`src/tamp_pkg.sv`:
```
// Package for the two-axis motion protection supervisor: constants and carrier types.
package tamp_pkg;
    localparam int TAMP_AXES = 2;
    localparam int TAMP_POS_W = 32;
    localparam int TAMP_ERR_W = 15;
    localparam logic [TAMP_ERR_W-1:0] TAMP_ERR_LIMIT_RESET = 15'h4000;
    localparam logic [TAMP_ERR_W-1:0] TAMP_ERR_LIMIT_MIN = 15'h0001;
    localparam logic [TAMP_POS_W-1:0] TAMP_POS_MAX = 32'h7fffffff;
    localparam logic [TAMP_POS_W-1:0] TAMP_POS_MIN = 32'h80000000;
    localparam logic [TAMP_POS_W-1:0] TAMP_ZERO_POS = 32'h00000000;
    localparam logic [1:0] TAMP_ZERO_AX = 2'h0;
    // Sample period in ns, then in reference clocks
    localparam int TAMP_SAMPLE_NS = 1000;
    localparam int TAMP_CLK_NS = 20;
    localparam int TAMP_SAMPLE_CYC = TAMP_SAMPLE_NS / TAMP_CLK_NS;
    localparam logic [7:0] TAMP_SAMPLE_LAST = 8'(TAMP_SAMPLE_CYC - 1);

    typedef enum {TAMP_MAIN, TAMP_FAULT_HND, TAMP_LIMSW} tamp_exec_t;

    // Host command group
    typedef struct packed {
        logic [TAMP_AXES-1:0] set_fwd_limit;
        logic [TAMP_AXES-1:0] set_rev_limit;
        logic [TAMP_AXES-1:0] set_err_limit;
        logic [TAMP_AXES-1:0] set_off_on_error;
        logic [TAMP_POS_W-1:0] value;
        logic [TAMP_AXES-1:0] servo_here_request;
        logic [TAMP_AXES-1:0] pos_cmd_valid;
        logic [TAMP_POS_W-1:0] pos_cmd_target;
        logic motor_off;
        logic abort_cmd;
        logic return_from_handler;
        logic program_running;
    } tamp_cmd_t;

    // Per-axis servo feedback
    typedef struct packed {
        logic [TAMP_POS_W-1:0] actual;
        logic [TAMP_POS_W-1:0] profile;
        logic fwd_motion;
        logic rev_motion;
    } tamp_axis_in_t;
endpackage

```
`src/tamp_supervisor.sv`:
```
// Two-axis motion protection supervisor: limits, off-on-error, handler vectoring.
`timescale 1ns/1ps
`default_nettype none

// Notes on behaviour
// - Reject position commands beyond programmed limits
// - Stop motion at programmed position limit
// - Off-on-error bit per axis, 1 enables
// - Off-on-error disables motor on error/abort
// - Servo-here re-enables, clears error, loads position
// - Excess error vectors to position-fault handler
// - Return resumes main program where left
// - Handler re-entered while error persists
// - Fault handler only while program runs
// - Active limit switch inhibits that direction
// - A switch going active while none was active vectors to switch handler
// - Switch states readable per axis
// - Switch polarity set by configuration
// - Switch handler only while program runs
// - Error limit 1..32767, resets to 16384
// - Abort pin stops motion at the next sample tick; others hold position
// - Low switch means active by default
// - Shared amplifier enable drops on faults
module tamp_supervisor
    import tamp_pkg::*;
#(
    parameter int AXES = TAMP_AXES
)
(
    input wire logic ref_clk,
    input wire logic nrst,
    input wire tamp_cmd_t cmd,
    input wire tamp_axis_in_t [AXES-1:0] axis_in,
    input wire logic [AXES-1:0] fwd_switch_n,
    input wire logic [AXES-1:0] rev_switch_n,
    input wire logic abort_n,
    input wire logic watchdog_trip,
    input wire logic [AXES-1:0] switch_polarity_config,
    output logic amplifier_enable_output,
    output logic [AXES-1:0] motor_enabled,
    output logic [AXES-1:0] fwd_inhibit,
    output logic [AXES-1:0] rev_inhibit,
    output logic [AXES-1:0] motion_stop,
    output logic [AXES-1:0] forward_switch_state,
    output logic [AXES-1:0] reverse_switch_state,
    output logic [AXES-1:0] excess_error,
    output logic [AXES-1:0] pos_cmd_reject,
    output logic [AXES-1:0] pos_cmd_accept,
    output logic [AXES-1:0] commanded_load,
    output logic [TAMP_POS_W-1:0] commanded_value,
    output logic [1:0] exec_vector,
    output logic resume_main
);

    typedef struct packed {
        logic [2:0][AXES-1:0] fwd_sync;
        logic [2:0][AXES-1:0] rev_sync;
        logic [2:0] abort_sync;
        logic [AXES-1:0] fwd_stable;
        logic [AXES-1:0] rev_stable;
        logic abort_stable;
        logic [7:0] tick_cnt;
        logic [AXES-1:0][TAMP_POS_W-1:0] fwd_limit;
        logic [AXES-1:0][TAMP_POS_W-1:0] rev_limit;
        logic [AXES-1:0] fwd_set;
        logic [AXES-1:0] rev_set;
        logic [AXES-1:0][TAMP_ERR_W-1:0] err_limit;
        logic [AXES-1:0][TAMP_POS_W-1:0] cmd_offset;
        logic [AXES-1:0] off_on_error;
        logic [AXES-1:0] motor_on;
        logic [AXES-1:0] fwd_inh;
        logic [AXES-1:0] rev_inh;
        logic [AXES-1:0] stop;
        logic [AXES-1:0] excess;
        logic [AXES-1:0] reject;
        logic [AXES-1:0] accept;
        logic [AXES-1:0] load;
        logic [TAMP_POS_W-1:0] load_val;
        logic amp_en;
        logic any_sw_prev;
        tamp_exec_t exec;
        logic resume;
    } tamp_state_t;

    tamp_state_t st;
    tamp_state_t next_st;

    // Absolute value of a signed difference, kept at the full position width, not saturated
    function automatic logic [TAMP_POS_W-1:0] tamp_abs_diff(
        input logic [TAMP_POS_W-1:0] a,
        input logic [TAMP_POS_W-1:0] b
    );
        logic [TAMP_POS_W-1:0] d;
        d = a - b;
        return d[TAMP_POS_W-1] ? (TAMP_POS_W'(0) - d) : d;
    endfunction

    // Signed compare a > b
    function automatic logic tamp_gt(
        input logic [TAMP_POS_W-1:0] a,
        input logic [TAMP_POS_W-1:0] b
    );
        return $signed(a) > $signed(b);
    endfunction

    // Next-state logic
    always_comb
    begin
        logic tick;
        logic any_sw;
        logic any_err;
        logic [AXES-1:0] sw_fwd;
        logic [AXES-1:0] sw_rev;
        logic [TAMP_POS_W-1:0] cmd_pos;
        tick = 1'b0;
        any_sw = 1'b0;
        any_err = 1'b0;
        sw_fwd = '0;
        sw_rev = '0;
        cmd_pos = '0;
        next_st = st;
        next_st.resume = 1'b0;
        next_st.reject = '0;
        next_st.accept = '0;
        next_st.load = '0;

        // Three-stage synchronisers; change taken when stages 2 and 3 agree
        next_st.fwd_sync = {st.fwd_sync[1:0], fwd_switch_n};
        next_st.rev_sync = {st.rev_sync[1:0], rev_switch_n};
        next_st.abort_sync = {st.abort_sync[1:0], abort_n};
        for (int i = 0; i < AXES; i++)
        begin
            if (st.fwd_sync[1][i] == st.fwd_sync[2][i])
                next_st.fwd_stable[i] = st.fwd_sync[2][i];
            if (st.rev_sync[1][i] == st.rev_sync[2][i])
                next_st.rev_stable[i] = st.rev_sync[2][i];
        end
        if (st.abort_sync[1] == st.abort_sync[2])
            next_st.abort_stable = st.abort_sync[2];

        // Sample-period divider
        if (st.tick_cnt == TAMP_SAMPLE_LAST)
        begin
            next_st.tick_cnt = 8'h00;
            tick = 1'b1;
        end
        else
            next_st.tick_cnt = st.tick_cnt + 8'h01;

        // Active switch: low by default, polarity bit inverts
        sw_fwd = ~st.fwd_stable ^ switch_polarity_config;
        sw_rev = ~st.rev_stable ^ switch_polarity_config;
        any_sw = |{sw_fwd, sw_rev};

        for (int i = 0; i < AXES; i++)
        begin
            // Configuration commands
            if (cmd.set_fwd_limit[i])
            begin
                next_st.fwd_limit[i] = cmd.value;
                next_st.fwd_set[i] = 1'b1;
            end
            if (cmd.set_rev_limit[i])
            begin
                next_st.rev_limit[i] = cmd.value;
                next_st.rev_set[i] = 1'b1;
            end
            if (cmd.set_err_limit[i] && cmd.value[TAMP_POS_W-1:TAMP_ERR_W] == '0
                && cmd.value[TAMP_ERR_W-1:0] >= TAMP_ERR_LIMIT_MIN)
                next_st.err_limit[i] = cmd.value[TAMP_ERR_W-1:0];
            if (cmd.set_off_on_error[i])
                next_st.off_on_error[i] = cmd.value[0];

            // Position command screening against programmed limits
            if (cmd.pos_cmd_valid[i])
            begin
                if ((st.fwd_set[i] && tamp_gt(cmd.pos_cmd_target, st.fwd_limit[i]))
                    || (st.rev_set[i] && tamp_gt(st.rev_limit[i], cmd.pos_cmd_target)))
                    next_st.reject[i] = 1'b1;
                else
                    next_st.accept[i] = 1'b1;
            end

            // Per-sample checks
            cmd_pos = axis_in[i].profile + st.cmd_offset[i];
            if (tick)
            begin
                next_st.excess[i] = tamp_abs_diff(cmd_pos, axis_in[i].actual)
                    > {17'h00000, st.err_limit[i]};
                next_st.fwd_inh[i] = sw_fwd[i]
                    || (st.fwd_set[i] && !tamp_gt(st.fwd_limit[i], cmd_pos));
                next_st.rev_inh[i] = sw_rev[i]
                    || (st.rev_set[i] && !tamp_gt(cmd_pos, st.rev_limit[i]));
                next_st.stop[i] = (next_st.fwd_inh[i] && axis_in[i].fwd_motion)
                    || (next_st.rev_inh[i] && axis_in[i].rev_motion)
                    || !st.abort_stable;
            end

            // Off-on-error shutdown; motor off command for every axis
            if (st.off_on_error[i] && (st.excess[i] || cmd.abort_cmd || !st.abort_stable))
                next_st.motor_on[i] = 1'b0;
            if (cmd.motor_off)
                next_st.motor_on[i] = 1'b0;

            // Servo here: commanded position follows encoder
            if (cmd.servo_here_request[i])
            begin
                next_st.motor_on[i] = 1'b1;
                next_st.cmd_offset[i] = axis_in[i].actual - axis_in[i].profile;
                next_st.excess[i] = 1'b0;
                next_st.load[i] = 1'b1;
                next_st.load_val = axis_in[i].actual;
            end
        end
        any_err = |st.excess;

        // Shared amplifier enable, held low while any axis is off
        next_st.amp_en = !(cmd.motor_off || any_err || watchdog_trip
            || (|(~st.motor_on)));

        // Handler vectoring, only while a program runs
        next_st.any_sw_prev = any_sw;
        case (st.exec)
            TAMP_MAIN:
            begin
                if (cmd.program_running && any_err)
                    next_st.exec = TAMP_FAULT_HND;
                else if (cmd.program_running && any_sw && !st.any_sw_prev)
                    next_st.exec = TAMP_LIMSW;
            end
            TAMP_FAULT_HND, TAMP_LIMSW:
            begin
                if (!cmd.program_running)
                    next_st.exec = TAMP_MAIN;
                else if (cmd.return_from_handler)
                begin
                    next_st.exec = TAMP_MAIN;
                    next_st.resume = 1'b1;
                end
            end
            default:
                next_st.exec = TAMP_MAIN;
        endcase
    end

    // State register
    always_ff @(posedge ref_clk)
    begin
        if (!nrst)
        begin
            st <= '0;
            st.fwd_sync <= '1;
            st.rev_sync <= '1;
            st.abort_sync <= 3'h7;
            st.fwd_stable <= '1;
            st.rev_stable <= '1;
            st.abort_stable <= 1'b1;
            st.err_limit <= {AXES{TAMP_ERR_LIMIT_RESET}};
            st.motor_on <= '1;
            st.amp_en <= 1'b1;
            st.exec <= TAMP_MAIN;
        end
        else
            st <= next_st;
    end

    // Outputs straight from state
    always_comb
    begin
        amplifier_enable_output = st.amp_en;
        motor_enabled = st.motor_on;
        fwd_inhibit = st.fwd_inh;
        rev_inhibit = st.rev_inh;
        motion_stop = st.stop;
        forward_switch_state = st.fwd_stable;
        reverse_switch_state = st.rev_stable;
        excess_error = st.excess;
        pos_cmd_reject = st.reject;
        pos_cmd_accept = st.accept;
        commanded_load = st.load;
        commanded_value = st.load_val;
        exec_vector = (st.exec == TAMP_FAULT_HND) ? 2'h1 : (st.exec == TAMP_LIMSW) ? 2'h2 : 2'h0;
        resume_main = st.resume;
    end

endmodule
`default_nettype wire

```
`config.mk`:
```
export PLATFORM = sky130hd
export DESIGN_NAME = tamp_supervisor
export DESIGN_NICKNAME = d
export VERILOG_FILES = /design/src/tamp_pkg.sv /design/src/tamp_supervisor.sv
export SDC_FILE = /design/constraint.sdc
export NUM_CORES = 1
export LEC_CHECK = 0
export ABC_AREA = 1
export BUFFER_PORTS_ARGS = -buffer_cell sky130_fd_sc_hd__buf_2
export CAP_MARGIN = 15
export CORE_AREA = 2 2 243 245
export CTS_BUF_LIST = sky130_fd_sc_hd__clkbuf_8 sky130_fd_sc_hd__clkbuf_16
export CTS_CLUSTER_DIAMETER = 30
export DETAILED_ROUTE_END_ITERATION = 16
export DIE_AREA = 0 0 245 247
export GPL_TIMING_DRIVEN = 0
export PLACE_DENSITY = 0.81
export SLEW_MARGIN = 15
export SYNTH_ARGS = -nofsm -noshare
export SYNTH_HDL_FRONTEND = slang
export SYNTH_SLANG_ARGS = --single-unit
export TNS_END_PERCENT = 5
```
`constraint.sdc`:
```
create_clock -name ref_clk -period 6.96 [get_ports ref_clk]
set_input_delay 0 -clock ref_clk [delete_from_list [all_inputs] [get_ports ref_clk]]
set_output_delay 0 -clock ref_clk [all_outputs]
set_load 0.05 [all_outputs]
```
# Yosys cells after proc, flatten, opt, wreduce, memory -nomap -nowiden
# Cells that the tools add are included.
# classes
add_sub_neg	9
magnitude_cmp	11
n_eq_ne	12
muxes	21
bitwise_logic	6
reduce_logical	61
# ops
operator	count
32-bit > comparator	8
32-bit 2-to-1 mux	6
32-bit subtractor	4
33-bit 2-to-1 mux	2
32-bit adder	2
32-bit by 2-bit == test with 1-bit output, second input constant	2
32-bit by 15-bit > comparator with 1-bit output	2
32-bit case mux with 2 select lines	1
1-bit by 32-bit subtractor with 32-bit output, first input constant	2
32-bit by 1-bit == test with 1-bit output, second input constant	1
32-bit by 3-bit == test with 1-bit output, second input constant	1
32-bit logical NOT	1
1-bit logical AND	21
17-bit logical NOT	1
1-bit logical OR	17
15-bit by 1-bit greater-or-equal comparator with 1-bit output, second input constant	1
2-bit OR reduction	6
1-bit 2-to-1 mux	10
8-bit by 1-bit adder with 8-bit output, second input constant	1
8-bit by 6-bit == test with 1-bit output, second input constant	1
1-bit logical NOT	7
3-bit != test, second input constant	2
2-bit NOT	3
2-bit AND reduction	3
other kinds (7)	15
# totals
regBits	339
out_inout_bits	56
wordCells	164

# Logic depth before layout (Yosys ltp)
# Gate-level depths: netlist (run 1).
# depth
word_depth	8
depth_mapped	48
depth_no_buf	47

# Least setup slack after synthesis (run 1)
# OpenSTA, ideal clock, no wires.
# synth_timing
kind	reg-to-reg
startpoint	reg st[85] (netlist bit)
endpoint	reg st (netlist bit excess_error[0])
setup_time_ps	117
arrival_time_ps	5613
required_time_ps	6843
setup_slack_ps	1230
stages_incl_launch_ff	45
n_path_buf	2
path_cell_list	dfxtp_1 > ha_1 > inv_1 > fa_1 > o21ai_1 > nand2_1 > o211ai_1 > a21oi_1 > o21ai_1 > a21oi_1 > o21ai_2 > a31oi_1 > o21ai_0 > xor2_1 > ha_1 > a21oi_1 > nand2_1 > a21oi_1 > (+9 left out) > inv_1 > ha_1 > nand2_1 > nor2_1 > nand2_1 > o211ai_1 > nand2_1 > o211ai_1 > nand2_1 > nand3b_1 > a21oi_1 > nand2_1 > nor2_1 > nand2_1 > nor2_1 > nand2_1 > nor2_1 > nor2_1
# synth_via
elab_chain_len	5
# synth_lines
element	line	text
from (decl)	tamp_supervisor.sv:85	tamp_state_t st;
from (signal assigned)	tamp_supervisor.sv:264	st <= next_st;
32-bit adder *	tamp_supervisor.sv:185	cmd_pos = axis_in[i].profile + st.cmd_offset[i];
32-bit subtractor *	tamp_supervisor.sv:94	d = a - b;
1-bit by 32-bit subtractor with 32-bit output	tamp_supervisor.sv:95	return d[TAMP_POS_W-1] ? (TAMP_POS_W'(0) - d) : d;
32-bit 2-to-1 mux *	tamp_supervisor.sv:95	
32-bit by 15-bit > comparator with 1-bit output *	tamp_supervisor.sv:189	> {17'h00000, st.err_limit[i]};
# Every way passes the cells marked *; elsewhere a longest branch is shown, timed or not.
# A chain may end at the register's enable or synchronous reset.

# Worst setup path in the final report (run 1)
# layout_timing
startpoint	reg st[87] (netlist bit)
endpoint	reg st (netlist bit motion_stop[0])
# layout_via
elab_chain_len	8
elab_cells_between_ends	13
classes_between	add/sub: 1; order compare: 2; reduce/logical: 10
# layout_lines
element	line	text
32-bit adder *	tamp_supervisor.sv:185	
32-bit > comparator	tamp_supervisor.sv:103	return $signed(a) > $signed(b);
1-bit logical NOT (on tied branches)	tamp_supervisor.sv:191, tamp_supervisor.sv:193	
1-bit logical AND (on tied branches)	tamp_supervisor.sv:191, tamp_supervisor.sv:193	
1-bit logical OR (on tied branches)	tamp_supervisor.sv:191, tamp_supervisor.sv:193	
1-bit logical AND (on tied branches)	tamp_supervisor.sv:194, tamp_supervisor.sv:195	
1-bit logical OR *	tamp_supervisor.sv:195	|| (next_st.rev_inh[i] && axis_in[i].rev_motion)
1-bit logical OR *	tamp_supervisor.sv:196	|| !st.abort_stable;
# Marked as above.

==> impl_results.md, run 1 <==
* Hold WC Path Type: input port to flip-flop
* Layout Cells excl Fill at 6353
* Initial antenna violation count at 6
* Num ports at 278
* Measured slew at the worst slew-check pin at 1180 ps
* GR Util met1 at between 50% and 60%
* Worst path required time at roughly 7500 ps
* CTS tree: done
* Outcome: completed
* Clk_lat worst skew at between 600 and 700 ps
* Initial core utilization at between 50% and 60%
* CP delay by family, top: simple AND/OR/NAND/NOR gates
* Synth area leaders: dfxtp_1 20%, ha_1 19%, nand2_1 14%
* Sequential share of power at 17.6%
* Sum of negative setup slack at 0 ps
* CTS root buf: clkbuf_16
* Place WS at -555 ps
* EDFF count, synth at 0
* Syn_area_per_cell at 6.36 sq um
* Met2 GRT Util at approximately three fifths
* Slew Viols, Final at 0
* Pin count of the biggest net entering global routing at 20
* Clock Pin Slew Worst Setup and Hold Paths at 50 ps
* Post-synthesis net count at 5650
* GP Congestion at ~1.0
* CP bufs+invs at 6
* Drc violations at 0
* Element type at the critical path end: flip-flop
* Final Hold Fails at 0
* Fin worst setup slack at approximately 260 ps
* Clock network fraction of total power at around a third
* Die Span Y at roughly 250 microns
* Ys async rst share at 0%
* Gr ovfl total at 0
* Maximum clock rate at 149 MHz
* CP Class: flip-flop to flip-flop
* Routed WL at roughly 120000 microns
* Layout Nets at 6221
* Yosys top cell by area: dfxtp_1
* Core area at 58200 sq um
* Worst-path maximum fanout at 4
* Number of core rows at just under 90
* DP Wirelength at between 90000 and 100000 microns
* WL/cell at 19.5 microns
* Die W at 245 microns
* CP max stage cell: dlygate4sd3_1
* Hold WS at 7.08 ps
* Max-cap violations at 0
* Syn Inst Count at 4943
* Synth Register Bits at 309
* Startpoint types: flip-flop
* DR vias at 36200
* Leak at 20.6 nW
* Worst path max stage delay at roughly 570 ps
* Clk_skew at 15.3 ps
* Placed Cells at 5991
* H-tree Lvls at 3
* Net Switching at 0.00494 W
* Netlist Area Pre-Place at around 31000 sq um
* Library cells used by synthesis at between 50 and 60
* Buffers on Ports at 274
* Worst EP arrival at 7240 ps
* Slew margin rel. at 21.6%
* Warning count from the yosys run at 0
* PwrDens at approximately 290 nW/um^2
* Clock buffer count from CTS at 79
* Sequential area share after synthesis at ~20%
* DRT iter0 DRCs at 3896
* Router iterations before antenna repair at 7
* Share of the synthesized area in the top cell type at between 10% and 20%
* Peak VDD IR at between 0.0002 and 0.0003 V
* Fin crit share at 96.3%
* Top FF cell, synth: dfxtp_1
* Clock Path Buffers at 3
* Internal at 0.00627 W
* Die ar. at 60500 sq um
* Layout area overhead at 24.1%
* Power share of the combinational group at between 40% and 50%
* Final setup vio count at 0
* First-pass GRT wire length at 184000 microns
* Final worst path period need at 6700 ps
* Via density at 5.69
* Met3 GRT Util at about 9.0%
* Cell mode on critical path: nand2_1
* Vias in the first global route at roughly 33000
* GRT Total Usage at between 30% and 40%
* Antenna-violating nets left at 0
* Share of cells above drive strength 1 at between 10% and 20%
* CTS Sinks at 309
* Switching Share at 44.1%
* GR peak layer: met2
* Core Util, Final at 67.0%
area by class of cell:
| cell class | instances | area (sq um) |
|---|---|---|
| Multi-Input combinational cell | 3594 | 21400 |
| Timing Repair Buffer | 491 | 3510 |
| Clock inverter | 55 | 672 |
| Antenna cell | 4 | 10.0 |
| Buffer | 140 | 763 |
| Fill cell | 5057 | 19200 |
| Inverter | 899 | 3370 |
| Tap cell | 773 | 967 |
| Sequential cell | 309 | 6190 |
| Clock buffer | 88 | 2100 |
path summary, 6_finish.rpt:
check | startpoint | to | slack [ps] | cells after the start
hold reg to reg | next_st[329] | next_st[331] | 410 | 1
setup reg to reg | st[87] | motion_stop[0] | 260 | 32
hold / removal | axis_in[70] | st[119] | 7 | 6
setup / recovery | st[87] | motion_stop[0] | 260 | 32
metal layers:
layer,vias up,share of wire [%]
met3,350,11
met1,16500,42
met4,4,6.0
li1,17400,-
met5,-,0.019
met2,1887,41
synth_stat cells, drive strengths merged (2+ instances only):
master,n
clkbuf,77
nor4,20
or3,2
nand2,1197
o21ai,345
a21boi,2
a211oi,11
xnor2,32
a21o,18
o211ai,14
a2111oi,3
inv,895
a32o,3
nand4,96
or2,22
and2,5
nor3,46
a31o,4
o2111ai,4
xor2,80
nor2,306
a21oi,514
a22o,4
o221ai,15
o31ai,7
dfxtp,309
nor3b,5
buf,64
nand3b,18
o21a,20
o21bai,16
nand3,241
a221oi,6
a31oi,48
clkinv,4
fa,6
ha,479
flip-flops by register name (all words and copies together) (netlist names):
signal	cells
forward_switch_state	2
pos_cmd_reject	2
reverse_switch_state	2
amplifier_enable_output	1
motor_enabled	2
rev_inhibit	2
commanded_value	32
pos_cmd_accept	2
motion_stop	2
fwd_inhibit	2
resume_main	1
st	245
next_st	10
commanded_load	2
excess_error	2
through the flow:
step,total power (W),cell area [sq um]
finish,0.0112,39000
global route,0.0119,39000
CTS,0.0109,38700
detailed placement,0.00698,33800
global placement,0.00688,33800
floorplan,0.00560,31400
placed cells by master (no fill, tap or decap), types with 14 or more instances in the layout:
cell type	n
xnor2_1	29
buf_2	275
o21ai_0	331
o21bai_1	16
o21a_1	20
o221ai_1	15
xor2_1	75
nor3_1	40
o211ai_1	14
a31oi_1	45
dlygate4sd3_1	203
nand2_1	1171
a21oi_1	500
a21oi_2	14
ha_1	472
nor2_1	284
nor4_1	19
inv_1	885
nand2_2	25
nand3b_1	17
nor2_2	18
inv_2	16
buf_4	69
clkbuf_16	79
nand3_1	233
nand4_1	94
a21o_1	18
or2_2	22
clkinvlp_4	14
clkbuf_1	77
dfxtp_1	309
repair_timing:
action                                  CTS  global route
hold buffers                            203             0
resized for setup                        20            51
endpoints found under the hold margin   271             0
buffers inserted                          4             9
endpoints found under the setup margin    2             3
pin swaps                                 4            10
power groups by stage:
stage	Combinational, W	Sequential (W)	Clock (W)
finish	0.00540	0.00197	0.00383
global route	0.00601	0.00198	0.00392
CTS	0.00515	0.00197	0.00381
detailed placement	0.00498	0.00200	0
global placement	0.00488	0.00200	0
floorplan	0.00363	0.00197	0
worst min-delay path, delay by kind of cell:
kind / cells / cell delay (ps)
buf+inv: 3 / 220
fa+ha+maj: 1 / 160
simple gates: 1 / 100
compound gates: 1 / 100
logic make-up after synthesis:
kind of cell | after synthesis | synth area share, %
adder cells (fa/ha/maj) | 485 | 19.5
flip-flops | 309 | 19.7
buffers and inverters | 1040 | 13.2
AO/OA/AOI/OAI | 1037 | 18.0
XOR/XNOR | 112 | 3.12
AND/OR/NAND/NOR | 1960 | 26.6
Power figures use the tool's default switching activity.
==> inputs of run 2 (changes only) <==
- ABC_AREA: 1 -> 0
- CORE_AREA: 2 2 243 245 -> 2 2 224 226
- DIE_AREA: 0 0 245 247 -> 0 0 226 228
- PLACE_DENSITY: 0.81 -> 0.89
==> impl_results.md, run 2 <==
* Post-synthesis compound-gate area fraction at 20.4% (+2.4 points)
* Ys async rst share at 0% (unchanged)
* Pin count of the biggest net entering global routing at 12 (-40%)
* Mux cell area share after synthesis at 6.90% (+6.9 points)
* Initial antenna violation count at 14 (+8)
* Maximum clock rate at 130 MHz (-13%)
* Yosys top cell by area: dfxtp_1
* Final worst path period need at 7670 ps (+966 ps)
* WL/cell at 24.2 microns (+24%)
* Final setup vio count at 2 (+2)
* Slew margin rel. at 6.07% (-16 points)
* Router iterations before antenna repair at 9 (+2)
* Routed WL at 123000 microns (-0.62%)
* DRT iter0 DRCs at 4124 (+5.9%)
* Clock Path Buffers at 3 (unchanged)
* Sequential area share after synthesis at 20.6% (+0.92 points)
* Layout Cells excl Fill at 5085 (-20%)
* Die Span Y at 228 microns (-7.7%)
* CP Class: flip-flop to flip-flop
* Element type at the critical path end: flip-flop
* Peak VDD IR at 0.000191 V (-31%)
* Core area at 49300 sq um (-15%)
* CP max stage cell: a2111oi_4
* Violated checks: negative setup slack
* Net Switching at 0.00481 W (-2.6%)
* Commonest non-fill, non-tap cell in the layout: ha_1
* Vias in the first global route at 32800 (-1.8%)
* GP Congestion at 1.01 (-1.5%)
* Met3 GRT Util at 14.1% (+5.1 points)
* Syn Inst Count at 3777 (-24%)
* Initial core utilization at 60.8% (+6.9 points)
* GR peak layer: met2
* Adder-cell area share of the yosys netlist at 20.4% (+0.91 points)
* Leak at 18.7 nW (-9.2%)
* Clk_lat worst skew at 630 ps (about the same)
* DR vias at 33400 (-7.7%)
* Synth area leaders: dfxtp_1 21%, ha_1 20%, mux2i_1 6.9%
* DP Wirelength at 84100 microns (-13%)
* Power share of the combinational group at 51.9% (+3.7 points)
* Fin crit share at 110% (+14 points)
* Top reg by flops: st
* Xor/xnor share of the synthesized area at 5.66% (+2.5 points)
* Warning count from the yosys run at 0 (unchanged)
* Most frequent cell after synthesis: ha_1
* Syn_area_per_cell at 7.95 sq um (+25%)
* Main combinational cell family by area after synthesis: compound AO/OA/AOI/OAI gates
* Worst path required time at 7440 ps (-50 ps)
* Die W at 226 microns (-7.8%)
* CTS tree: done
* Worst path max stage delay at 440 ps (-130 ps)
* CTS Sinks at 309 (unchanged)
* CTS root buf: clkbuf_16
* H-tree Lvls at 3 (unchanged)
* Switching Share at 41.7% (-2.3 points)
* Via density at 6.57 (+15%)
* GRT Total Usage at 45.6% (+6.1 points)
* GR Util met1 at 51.8% (-0.63 points)
* Internal at 0.00671 W (+7.0%)
* Met2 GRT Util at 67.6% (+8.4 points)
* RSZ-0062 raised after global routing: yes
* Share of the synthesized area in the top cell type at 20.6% (+0.92 points)
* Outcome: finished, violations left
* Antenna-violating nets left at 0 (unchanged)
* Hold WS at 12.2 ps (+5.12 ps)
* Sequential share of power at 17.2% (-0.4 points)
* Startpoint types: flip-flop
* Buffers on Ports at 271 (-1.1%)
* Placed Area at 32300 sq um (-4.3%)
* CP bufs+invs at 17 (+11)
* First-pass GRT wire length at 182000 microns (-1.2%)
* Layout area overhead at 27.2%
* Hold WC Path Type: input port to flip-flop
* Worst EP arrival at 8150 ps (+910 ps)
* Finished Cell Area at 38200 sq um (-2.0%)
* Final Hold Fails at 0 (unchanged)
* Slew Viols, Final at 0 (unchanged)
* Netlist Area Pre-Place at 30000 sq um (-4.5%)
* Clock network fraction of total power at 30.9% (-3.3 points)
* Clock buffer count from CTS at 72 (-8.9%)
* PwrDens at 301 nW/um^2 (+4.9%)
* Fin worst setup slack at -711 ps (-966 ps)
* Cell mode on critical path: buf_4
* Top cells by count, synth: 479 x ha_1, 426 x inv_1, 393 x nor2_1, 309 x dfxtp_1, 222 x a21oi_1
* Clock Pin Slew Worst Setup and Hold Paths at 50 ps (about the same)
* Worst-path maximum fanout at 4 (unchanged)
* Die ar. at 51500 sq um (-15%)
* Top FF cell, synth: dfxtp_1
* Measured slew at the worst slew-check pin at 1410 ps (+233 ps)
* Share of cells above drive strength 1 at 16.6% (+5.2 points)
* Most frequent cells in the layout: 452 x ha_1, 428 x inv_1, 391 x nor2_1
* Drc violations at 0 (unchanged)
* Worst reg2reg setup slack at -710 ps (-970 ps)
* Max reg flops at 245 (unchanged)
* EDFF count, synth at 0 (unchanged)
* Library cells used by synthesis at 88 (+57%)
* Number of core rows at 82 (-7.9%)
* Gr ovfl total at 0 (unchanged)
* Post-synthesis net count at 4484 (-21%)
* Num ports at 278 (unchanged)
* CP delay by family, top: compound AO/OA/AOI/OAI gates
* Clk_skew at 17.6 ps (+2.29 ps)
* Placed Cells at 4720 (-21%)
* Simple-gate share of the synthesized area at 18.1% (-8.5 points)
* Synth Register Bits at 309 (unchanged)
* Max-cap violations at 0 (unchanged)
* Layout Nets at 5059 (-19%)
run 2: changes by cell type in the layout (fill, tap and decap cells not counted), moves of 70 or more:
cell      change
mux2i_1     +205
a21o_1      +136
a211oi_1     +76
nand2_1    -1043
a21oi_1     -291
o21ai_0     -186
inv_1       -457
xnor2_1      +72
nor2b_1      +87
buf_4        +70
nor2_1      +107
nand3_1     -186
run 2: power groups by stage:
stage | logic [W] | clock network, W | registers (W)
CTS | 0.00542 | 0.00351 | 0.00197
global route | 0.00638 | 0.00363 | 0.00199
finish | 0.00598 | 0.00355 | 0.00198
detailed placement | 0.00485 | 0 | 0.00200
global placement | 0.00472 | 0 | 0.00199
floorplan | 0.00365 | 0 | 0.00197
run 2: tightest hold or removal path: cells and delay by family:
family        cells  cell delay (ps)
simple gates      3              210
buf+inv           2              160
fa+ha+maj         1              150
mux               1               70
run 2: through the flow:
step | setup slack (ps) | util, % | TNS, ps | total power [W]
final | -711 | 77.4 | -1420 | 0.0115
after CTS | -606 | 76.5 | -1200 | 0.0109
after floorplan | -12.2 | - | -12.2 | 0.00562
after global routing | -940 | 77.4 | -1870 | 0.0120
after global placement | -1980 | 65.5 | -3600 | 0.00671
after detailed placement | -2060 | 65.5 | -3880 | 0.00685
run 2: cell type report:
class | count | area (sq um)
Inverter | 428 | 1610
Antenna cell | 4 | 10.0
Multi-Input combinational cell | 2887 | 22700
Fill cell | 3025 | 11100
Tap cell | 672 | 841
Buffer | 147 | 798
Clock buffer | 79 | 1910
Timing Repair Buffer | 507 | 3520
Sequential cell | 309 | 6190
Clock inverter | 52 | 607
run 2: worst paths after layout:
| path | start | end | cells past startpoint |
|---|---|---|---|
| min reg2reg | next_st[330] | next_st[332] | 1 |
| max reg2reg | st[85] | excess_error[0] | 42 |
| min | axis_in[5] | st[88] | 7 |
| max | st[85] | excess_error[0] | 42 |
run 2: repair_timing:
item	4_1_cts	5_1_grt
pin swaps	61	58
hold buffers	149	0
setup endpoints to repair	3	6
hold endpoints to repair	233	0
gates resized for setup	153	52
buffers inserted	58	29
run 2: per-layer routing:
| layer | wire [microns] | up-vias |
|---|---|---|
| met5 | 101 | - |
| met4 | 14200 | 16 |
| met3 | 15300 | 918 |
| met2 | 50600 | 2561 |
| met1 | 42700 | 15300 |
| li1 | - | 14600 |
run 2: logic make-up after synthesis:
logic type,after synthesis
buf+inv,581
simple gates,1072
flops,309
xor+xnor,194
compound gates,929
fa+ha+maj,485
mux,207
